### config.mk
export PLATFORM = sky130hd
export DESIGN_NAME = eqs_top
export DESIGN_NICKNAME = d
export VERILOG_FILES = /design/src/logic/eqs_pkg.sv /design/src/logic/eqs_bucket.sv /design/src/logic/eqs_pick.sv /design/src/logic/eqs_top.sv
export SDC_FILE = /design/constraint.sdc
export NUM_CORES = 2
export LEC_CHECK = 0
export BUFFER_PORTS_ARGS = -buffer_cell sky130_fd_sc_hd__buf_2
export CORE_ASPECT_RATIO = 1.4
export CORE_UTILIZATION = 58
export DETAILED_ROUTE_END_ITERATION = 7
export PLACE_DENSITY = 0.78
export SETUP_SLACK_MARGIN = 0.15
export SLEW_MARGIN = 0
export SYNTH_ARGS = -nofsm -noshare
export SYNTH_HDL_FRONTEND = slang
export SYNTH_SLANG_ARGS = --single-unit
### constraint.sdc
create_clock -name clk -period 13.3 [get_ports clk]
set_clock_uncertainty 0.2 [all_clocks]
set_input_delay 1.33 -clock clk [delete_from_list [all_inputs] [get_ports clk]]
set_output_delay 1.33 -clock clk [all_outputs]
set_load 0.05 [all_outputs]
### src/logic/eqs_pkg.sv
// Purpose: shared constants, types and helpers of the egress queue scheduler
// Assumes: one egress port with eight queues and eight priorities
// Notes: widths are fixed; buffer size default is a plain value
package eqs_pkg;
  localparam int NQ = 8;
  localparam int NP = 8;
  localparam int QW = 3;
  localparam int PW = 3;
  localparam int BYTE_W = 16;
  localparam int CELL_W = 11;
  localparam int PKT_W = 10;
  localparam int BKT_W = 24;
  localparam int WGT_W = 8;
  localparam int CNT_W = 32;
  localparam int POS_W = 5;
  localparam logic [CELL_W-1:0] TOTAL_CELLS = 11'h400;
  localparam logic [BKT_W-1:0] BKT_RESET = 24'h000000;
  localparam logic [CNT_W-1:0] CNT_ONE = 32'h00000001;
  localparam logic [PKT_W-1:0] PKT_ONE = 10'h001;

  typedef enum logic {EQS_OP_SEND, EQS_OP_DROP} eqs_op_t;

  typedef struct packed {
    eqs_op_t op;
    logic [QW-1:0] queue;
  } eqs_cmd_t;

  typedef struct packed {
    logic [BYTE_W-1:0] bytes;
    logic [CELL_W-1:0] cells;
  } eqs_done_t;

  typedef struct packed {
    logic [QW-1:0] queue;
    logic [CELL_W-1:0] cells;
  } eqs_enq_t;

  // index of the highest set bit, zero for a zero value
  function automatic logic [POS_W-1:0] top_one_position(
      input logic [BYTE_W-1:0] v);
    logic [POS_W-1:0] r;
    r = '0;
    for (int i = 0; i < BYTE_W; i++) begin
      if (v[i]) begin
        r = POS_W'(i);
      end
    end
    return r;
  endfunction
endpackage

### src/logic/eqs_bucket.sv
// Purpose: one deficit byte bucket with charge, refill and cap
// Assumes: charge and refill may coincide; both apply in one step
// Notes: level is signed so a large packet may drive it negative
`timescale 1ns/1ps
module eqs_bucket
  import eqs_pkg::*;
(
  input wire logic clk,
  input wire logic rst_b,
  input wire logic charge,
  input wire logic [BKT_W-1:0] charge_amt,
  input wire logic refill,
  input wire logic [BKT_W-1:0] add_amt,
  input wire logic signed [BKT_W-1:0] cap,
  output logic signed [BKT_W-1:0] level
);
  logic signed [BKT_W-1:0] level_q;
  logic signed [BKT_W-1:0] level_d;
  logic signed [BKT_W-1:0] sum;

  always_comb begin
    sum = level_q;
    if (charge) begin
      sum = sum - $signed(charge_amt);
    end
    if (refill) begin
      sum = sum + $signed(add_amt);
    end
    level_d = (sum > cap) ? cap : sum;
  end

  always_ff @(posedge clk or negedge rst_b) begin
    if (!rst_b) begin
      level_q <= BKT_RESET;
    end else begin
      level_q <= level_d;
    end
  end

  assign level = level_q;
endmodule

### src/logic/eqs_pick.sv
// Purpose: strict priority then largest bucket queue choice
// Assumes: candidate and priority readiness come from the caller
// Notes: ties go to the lowest queue index
`timescale 1ns/1ps
module eqs_pick
  import eqs_pkg::*;
(
  input wire logic [NQ-1:0] cand,
  input wire logic [NQ-1:0][PW-1:0] qprio,
  input wire logic [NP-1:0] prio_ok,
  input wire logic signed [BKT_W-1:0] level [NQ],
  output logic found,
  output logic [QW-1:0] queue
);
  logic [NP-1:0] prio_has;
  logic [NP-1:0] prio_elig;
  logic [PW-1:0] win_p;
  logic signed [BKT_W-1:0] best;
  logic have;

  always_comb begin
    prio_has = '0;
    for (int q = 0; q < NQ; q++) begin
      if (cand[q]) begin
        prio_has[qprio[q]] = 1'b1;
      end
    end
    prio_elig = prio_has & prio_ok;
    win_p = '0;
    found = |prio_elig;
    // priority zero is most urgent, so scan from the top down
    for (int p = NP - 1; p >= 0; p--) begin
      if (prio_elig[p]) begin
        win_p = PW'(p);
      end
    end
    queue = '0;
    best = '0;
    have = 1'b0;
    // first member seeds the search, so negative buckets compare right
    for (int q = 0; q < NQ; q++) begin
      if (cand[q] && qprio[q] == win_p && (!have || level[q] > best)) begin
        have = 1'b1;
        best = level[q];
        queue = QW'(q);
      end
    end
  end
endmodule

### src/logic/eqs_top.sv
// Purpose: egress queue scheduler and queue manager for one port
// Assumes: packet storage lives outside; it frees a packet on each
//   command and answers with the packet's bytes and cells
// Notes: no register bus; configuration and status are plain ports
// How it works
// - two stages: strict priority first, then round robin inside it
// - priority eligible with a ready queue, shaper ok, not paused or halted
// - highest eligible priority wins, then the deficit round robin picks
// - one byte bucket per queue, compared only inside one priority
// - among queues holding data, the largest bucket wins
// - a sent packet's byte length leaves its queue's bucket
// - the interframe gap bytes are also taken per sent packet
// - a bucket under threshold refills all buckets of its priority
// - refill shift is cell size top bit minus weight top bit, floor 0
// - buckets never pass the capacity, so idle buckets saturate
// - disabled queues start nothing new but keep their packets
// - enqueue to a disabled queue is dropped and counted
// - drain discards all queued packets of the port and counts them
// - per-port depth, per-queue depth and free cells are readable
// - low-water mark of free cells since reset is kept
// - port empty status is high exactly when every queue is empty
// - data already handed downstream still goes out after empty
// - each queue maps to one of eight priorities, any count per priority
// - priority zero is most urgent, seven least
// - queue is a candidate only with a packet and its shaper ok
`timescale 1ns/1ps
module eqs_top
  import eqs_pkg::*;
(
  input wire logic clk,
  input wire logic rst_b,
  input wire logic [NQ-1:0][PW-1:0] queue_prio,
  input wire logic [NQ-1:0][WGT_W-1:0] queue_weight,
  input wire logic signed [BKT_W-1:0] refill_threshold,
  input wire logic [WGT_W-1:0] ifg_bytes,
  input wire logic signed [BKT_W-1:0] bucket_cap,
  input wire logic [BYTE_W-1:0] cell_size_bytes,
  input wire logic [NQ-1:0] sched_disable,
  input wire logic [NQ-1:0] enq_enable,
  input wire logic drain_req,
  input wire logic [NQ-1:0] queue_shaper_ok,
  input wire logic [NP-1:0] prio_shaper_ok,
  input wire logic [NP-1:0] prio_pause,
  input wire logic [NP-1:0] prio_halt,
  input wire logic enq_valid,
  input wire eqs_enq_t enq,
  output logic cmd_valid,
  input wire logic cmd_ready,
  output eqs_cmd_t cmd,
  input wire logic done_valid,
  input wire eqs_done_t done,
  output logic [NQ-1:0][PKT_W-1:0] queue_depth,
  output logic [PKT_W+QW-1:0] port_depth,
  output logic [CELL_W-1:0] free_cells,
  output logic [CELL_W-1:0] min_free_cells,
  output logic port_empty,
  output logic [CNT_W-1:0] qoff_drop_cnt,
  output logic [CNT_W-1:0] drain_drop_cnt
);
  typedef enum logic [1:0] {ST_IDLE, ST_OFFER, ST_BUSY} eqs_state_t;

  logic rst_s1_q;
  logic rst_s2_q;
  logic rst_n;

  always_ff @(posedge clk or negedge rst_b) begin
    if (!rst_b) begin
      rst_s1_q <= 1'b0;
      rst_s2_q <= 1'b0;
    end else begin
      rst_s1_q <= 1'b1;
      rst_s2_q <= rst_s1_q;
    end
  end
  assign rst_n = rst_s2_q;

  eqs_state_t state_q;
  eqs_state_t state_d;
  eqs_cmd_t cmd_q;
  eqs_cmd_t cmd_d;
  logic [NQ-1:0][PKT_W-1:0] pkts_q;
  logic [NQ-1:0][PKT_W-1:0] pkts_d;
  logic [NQ-1:0][CELL_W-1:0] cells_q;
  logic [NQ-1:0][CELL_W-1:0] cells_d;
  logic [CELL_W-1:0] min_free_q;
  logic [CELL_W-1:0] min_free_d;
  logic [CNT_W-1:0] qoff_q;
  logic [CNT_W-1:0] qoff_d;
  logic [CNT_W-1:0] drain_cnt_q;
  logic [CNT_W-1:0] drain_cnt_d;
  logic [CELL_W-1:0] free_q;
  logic [CELL_W-1:0] free_d;
  logic [PKT_W+QW-1:0] depth_q;
  logic [PKT_W+QW-1:0] depth_d;
  logic empty_q;
  logic empty_d;

  logic signed [BKT_W-1:0] level [NQ];
  logic [NQ-1:0] has_pkt;
  logic [NQ-1:0] cand;
  logic [NP-1:0] prio_ok;
  logic found;
  logic [QW-1:0] pick_q_idx;
  logic [QW-1:0] drop_q_idx;
  logic [NQ-1:0] charge;
  logic [NQ-1:0] refill;
  logic [NP-1:0] prio_refill;
  logic [NP-1:0][WGT_W-1:0] trig_w;
  logic [NP-1:0][POS_W-1:0] shift_x;
  logic [NQ-1:0][BKT_W-1:0] add_amt;
  logic [BKT_W-1:0] charge_amt;
  logic [CELL_W-1:0] used_cells;
  logic [PKT_W+QW-1:0] pkt_sum;
  logic done_send;

  always_comb begin
    for (int q = 0; q < NQ; q++) begin
      has_pkt[q] = pkts_q[q] != '0;
    end
  end
  // disabled queues just stop being candidates; packets stay
  assign cand = has_pkt & queue_shaper_ok & ~sched_disable;
  assign prio_ok = prio_shaper_ok & ~prio_pause & ~prio_halt;

  eqs_pick u_pick (
    .cand(cand),
    .qprio(queue_prio),
    .prio_ok(prio_ok),
    .level(level),
    .found(found),
    .queue(pick_q_idx)
  );

  // drain ignores eligibility: lowest non-empty queue goes first
  always_comb begin
    drop_q_idx = '0;
    for (int q = NQ - 1; q >= 0; q--) begin
      if (has_pkt[q]) begin
        drop_q_idx = QW'(q);
      end
    end
  end

  // refill trigger and shift per priority group
  always_comb begin
    prio_refill = '0;
    trig_w = '0;
    for (int q = NQ - 1; q >= 0; q--) begin
      if (level[q] < refill_threshold) begin
        prio_refill[queue_prio[q]] = 1'b1;
        trig_w[queue_prio[q]] = queue_weight[q];
      end
    end
    for (int p = 0; p < NP; p++) begin
      // shift sized so the starving queue gains more than half a cell
      if (top_one_position(cell_size_bytes) >
          top_one_position(BYTE_W'(trig_w[p]))) begin
        shift_x[p] = top_one_position(cell_size_bytes) -
                     top_one_position(BYTE_W'(trig_w[p]));
      end else begin
        shift_x[p] = '0;
      end
    end
    for (int q = 0; q < NQ; q++) begin
      refill[q] = prio_refill[queue_prio[q]];
      add_amt[q] = BKT_W'(queue_weight[q]) << shift_x[queue_prio[q]];
    end
  end

  assign done_send = done_valid && state_q == ST_BUSY &&
                     cmd_q.op == EQS_OP_SEND;
  assign charge_amt = BKT_W'(done.bytes) + BKT_W'(ifg_bytes);

  genvar gq;
  generate
    for (gq = 0; gq < NQ; gq++) begin : g_bkt
      assign charge[gq] = done_send && cmd_q.queue == QW'(gq);
      eqs_bucket u_bkt (
        .clk(clk),
        .rst_b(rst_n),
        .charge(charge[gq]),
        .charge_amt(charge_amt),
        .refill(refill[gq]),
        .add_amt(add_amt[gq]),
        .cap(bucket_cap),
        .level(level[gq])
      );
    end
  endgenerate

  // one command in flight; a new choice waits for the packet's done
  always_comb begin
    state_d = state_q;
    cmd_d = cmd_q;
    unique case (state_q)
      ST_IDLE: begin
        if (drain_req && |has_pkt) begin
          cmd_d.op = EQS_OP_DROP;
          cmd_d.queue = drop_q_idx;
          state_d = ST_OFFER;
        end else if (found) begin
          cmd_d.op = EQS_OP_SEND;
          cmd_d.queue = pick_q_idx;
          state_d = ST_OFFER;
        end
      end
      ST_OFFER: begin
        if (cmd_ready) begin
          state_d = ST_BUSY;
        end
      end
      ST_BUSY: begin
        // started packet finishes whatever eligibility does now
        if (done_valid) begin
          state_d = ST_IDLE;
        end
      end
    endcase
  end

  always_comb begin
    pkts_d = pkts_q;
    cells_d = cells_q;
    qoff_d = qoff_q;
    drain_cnt_d = drain_cnt_q;
    if (enq_valid) begin
      if (enq_enable[enq.queue]) begin
        pkts_d[enq.queue] = pkts_d[enq.queue] + PKT_ONE;
        cells_d[enq.queue] = cells_d[enq.queue] + enq.cells;
      end else begin
        qoff_d = qoff_q + CNT_ONE;
      end
    end
    if (done_valid && state_q == ST_BUSY) begin
      pkts_d[cmd_q.queue] = pkts_d[cmd_q.queue] - PKT_ONE;
      cells_d[cmd_q.queue] = cells_d[cmd_q.queue] - done.cells;
      if (cmd_q.op == EQS_OP_DROP) begin
        drain_cnt_d = drain_cnt_q + CNT_ONE;
      end
    end
  end

  always_comb begin
    used_cells = '0;
    pkt_sum = '0;
    for (int q = 0; q < NQ; q++) begin
      used_cells = used_cells + cells_d[q];
      pkt_sum = pkt_sum + (PKT_W + QW)'(pkts_d[q]);
    end
  end
  // status built from next counts, so flops add no lag to it
  assign free_d = TOTAL_CELLS - used_cells;
  assign depth_d = pkt_sum;
  assign empty_d = ~|pkts_d;
  assign min_free_d = (free_d < min_free_q) ? free_d : min_free_q;

  always_ff @(posedge clk or negedge rst_n) begin
    if (!rst_n) begin
      state_q <= ST_IDLE;
      cmd_q <= '0;
      pkts_q <= '0;
      cells_q <= '0;
      min_free_q <= TOTAL_CELLS;
      free_q <= TOTAL_CELLS;
      depth_q <= '0;
      empty_q <= 1'b1;
      qoff_q <= '0;
      drain_cnt_q <= '0;
    end else begin
      state_q <= state_d;
      cmd_q <= cmd_d;
      pkts_q <= pkts_d;
      cells_q <= cells_d;
      min_free_q <= min_free_d;
      free_q <= free_d;
      depth_q <= depth_d;
      empty_q <= empty_d;
      qoff_q <= qoff_d;
      drain_cnt_q <= drain_cnt_d;
    end
  end

  assign cmd_valid = state_q == ST_OFFER;
  assign cmd = cmd_q;
  assign queue_depth = pkts_q;
  assign port_depth = depth_q;
  assign free_cells = free_q;
  assign min_free_cells = min_free_q;
  // software polls this after stopping enqueue and draining
  assign port_empty = empty_q;
  assign qoff_drop_cnt = qoff_q;
  assign drain_drop_cnt = drain_cnt_q;
endmodule

==> run metrics, run 1 <==
Avg Cell Area, Syn 7.92 sq um; clk sink count 468; Mapped Nets 10789; main area contributors after synthesis ha_1, dfrtp_1, mux2_2, nand2_1, nor2_1; first error [ERROR GRT-0116] Global routing finished with congestion. Check the congestion regions in the DRC Viewer.; GRT Total Usage 0.731; Root Driver clkbuf_16; most frequent cell after synthesis ha_1; asr flop ratio synth 1.00; post-synth cell types 120; Row Count ~160; vias in the first global route 99927; Initial Utilization 0.585; I/O Pins 440; Post-CTS Hold Buffers 0; Commonest cells post-synth ha_1, nand2_1, nor2_1; DP Area 93300 sq um; CTS Buf Count 55; clk buf depth 3; DIE WIDTH slightly above 300 um; routability cong. 1.25; Most used DFF post-synth dfrtp_1; outcome stopped before the end; Post-synth EDFFs 0; CTS H-Tree Depth 2; Halt Stage 5_1_grt; area share of the largest cell type after synthesis 0.162; first-pass GRT wire length approximately 700 mm; die height 427 um; post-synth top area cell ha_1; synthesized area about 75000 sq um; DP HPWL 335 mm; total gr overflow slightly above 70; I/O Buffers 438; Synth Register Bits 468; Synth Warn # 0; Synth Instances 9425; largest net degree at the start of global routing 142; Seq/Total Area, Yosys 0.157
## cell families after synthesis
group                      after synthesis  synth area share
other                                    1         0.0000502
adders and majority gates             1109             0.200
buffers and inverters                  923            0.0482
AOI/OAI and AO/OA                     2664             0.233
and+or+nand+nor                       3139             0.201
DFF                                    468             0.157
xor gates and xnor gates               468            0.0551
muxes                                  653             0.105
## stage by stage
step	hold slack, ns	std cells	worst slack [ns]
after floorplan	0.131	9425	-6.47
after global placement	0.140	13099	-8.01
after detailed placement	0.139	13099	-8.32
after CTS	0.153	13251	-6.61
## metal layers
layer,track usage,GRT overflow
met5,0.184,0
met4,0.761,30
met3,0.552,0
met2,0.935,41
met1,0.712,0
## timing repair
action,in CTS
setup endpoints to repair,189
gates resized for setup,133
buffers inserted,47
pin swaps,91
cloned,2
==> run 2, diff against run 1 <==
CORE_ASPECT_RATIO = default   (was 1.4)
CORE_UTILIZATION = 40   (was 58)
PLACE_DENSITY = default   (was 0.78)
PLACE_DENSITY_LB_ADDON = 0.15   (was default)
SETUP_SLACK_MARGIN = default   (was 0.15)
clock period = 17.3 ns   (was 13.3 ns; I/O delays follow)
==> run 2 against run 1 <==
Synthesized area unchanged. The flow now finishes, with violations (capacitance limit, slew limit, setup timing). Synthesized cell count unchanged.
==> run metrics, run 2 <==
Post-Place Worst Slack -5.18 ns (+3.15 ns); Avg Cell Area, Syn 7.92 sq um (unchanged); Worst-Skew Late Latency 0.75 ns; Max Cap Viol 1; Final nets 12131; Seq/Total Area, Yosys 0.157 (unchanged); crit end category register; Clock transition at path regs 0.06 ns; Area growth syn-to-layout 23.0%; Synth Warn # 0 (unchanged); main area contributors after synthesis ha_1, dfrtp_1, mux2_2, nand2_1, nor2_1; Mapped Nets 10789 (unchanged); synthesized area 74700 sq um (unchanged); initial antenna violation count 55; DP Area 88000 sq um (-5.8%); DIE WIDTH 434 um (+42%); Via Count 84229; I/O Pins 440 (unchanged); largest net degree at the start of global routing between 100 and 150; critical path startpoint category primary input; Pins Over Slew Limit 4; slowest stage cell on the critical path or4_1; GRT Total Usage 0.423; most frequent CP cell o21a_1; Core Util, Final 0.495; DP HPWL 333 mm (-0.74%); TritonCTS clock tree yes; core area 185000 sq um; Post-synth EDFFs 0 (unchanged); I/O Buffers 438 (unchanged); DR WL/cell 30.8 um; number of routed nets with antenna violations 0; RSZ-0062 raised after global routing true; asr flop ratio synth 1.00 (unchanged); Most used DFF post-synth dfrtp_1; most frequent cell after synthesis ha_1; Synth Instances 9425 (unchanged); commonest cells after routing, fill and taps aside buf_4, ha_1, nand2_1; final worst slack -3.48 ns; Slew @ Worst Pin 1.59 ns; fraction of layout cells with a size suffix above 1 0.230; fillers 18338; max reg flops 192; Row Count 158 (+1.9%); most common cell after layout, fill and taps aside buf_4; Design Area, Final between 90000 and 100000 sq um; post-synth top area cell ha_1; Synth Register Bits 468 (unchanged); routability cong. 1.09 (-12%); relative slew slack -0.0743; Final Cycle Share 1.20; post-synth cell types 120 (unchanged); Initial Utilization 0.403 (-0.182); worst hold path class register to register; CTS Buf Count 69 (+25%); area share of the largest cell type after synthesis 0.162 (unchanged); # setup viols final 3; First DRT Iteration DRCs 10452; die height 434 um (+1.8%); total gr overflow 0; worst endpoint data arrival time roughly 21 ns; clk buf depth 3 (unchanged); CP required 17.76 ns; Root Driver clkbuf_16; failing checks capacitance limit, slew limit, setup timing; clk sink count 468 (unchanged); post-layout min period 20.78 ns; setup TNS -10.27 ns; Fmax 48.1 MHz; slowest stage delay, CP 0.51 ns; Commonest cells post-synth ha_1, nand2_1, nor2_1; critical path class primary input to register; Via-to-Cell Ratio about 6.3; CTS H-Tree Depth 3 (+1); vias in the first global route 79725; first-pass GRT wire length around 570 mm; outcome complete, but fails checks; DRC viols 0; DIE AREA about 190000 sq um; DRT Wirelength around 410 mm; first drt pass iteration count 7; maximum fanout along the worst path 28; Hold Fails Final Rpt 0
[run 2: repair_timing]
item	4_1_cts	5_1_grt
endpoints found under the hold margin	0	0
cloned	7	0
endpoints found under the setup margin	3	3
pin swaps	50	66
setup buffers	32	26
hold buffers	0	0
gates resized for setup	122	78
[run 2: cell families (layout without fill, tap and decap cells)]
group	Yosys count	count (layout)	synth area share
flip-flops	468	468	0.157
adder cells (fa/ha/maj)	1109	1109	0.200
AO/OA/AOI/OAI	2664	2666	0.233
other	1	34	0.0000502
XOR/XNOR	468	468	0.0551
buffers and inverters	923	2320	0.0482
AND/OR/NAND/NOR	3139	3139	0.201
multiplexers	653	653	0.105
[run 2: path summary, 6_finish.rpt]
check | slack, ns | end | start | cells past startpoint
max reg2reg | -3.39 | cmd[0] | queue_depth[40] | 115
min | 0.15 | rst_n | rst_s1_q | 0
max in group asynchronous | 13.71 | queue_depth[11] | rst_n | 3
min reg2reg | 0.15 | rst_n | rst_s1_q | 0
min in group asynchronous | 0.20 | g_bkt[0].u_bkt.level[0] | rst_n | 0
max | -3.48 | cmd[0] | queue_prio[16] | 114
[run 2: per-stage QoR]
stage	instances	hold slack, ns
6_report	13337	0.155
5_1_grt	13324	0.166
4_1_cts	13280	0.158
3_5_place_dp	13114	0.140
3_3_place_gp	13114	0.139
2_1_floorplan	9425	0.131
[run 2: metal layers]
layer	GRT usage	routed length, um	vias to the layer above	share of wire
met5	0.000520	55	-	0.00013
met4	0.297	33700	8	0.082
met3	0.106	43300	1142	0.11
met2	0.623	172000	4849	0.42
met1	0.538	163000	40788	0.40
li1	-	-	37442	-
[run 2: area by class of cell]
cell class / count / area, sq um / area share
clock inverter: 37 / 430 / 0.00469
timing repair buffer: 1694 / 12200 / 0.132
inverter: 498 / 1870 / 0.0203
clock buffer: 91 / 1970 / 0.0215
sequential: 468 / 11700 / 0.128
antenna: 33 / 82.6 / 0.000899
multi-input combinational: 8036 / 60500 / 0.659
tap: 2480 / 3100 / 0.0338
[run 2: critical path, delay by kind of cell]
kind	cells	cell delay, ns
AO/OA/AOI/OAI	67	10.68
AND/OR/NAND/NOR	26	4.68
adder cells (fa/ha/maj)	7	1.74
buffers and inverters	11	1.51
multiplexers	3	0.84
Power of run 2 is not shown: default switching activity piles up to over one toggle a cycle in this logic, so the estimate is an artifact.
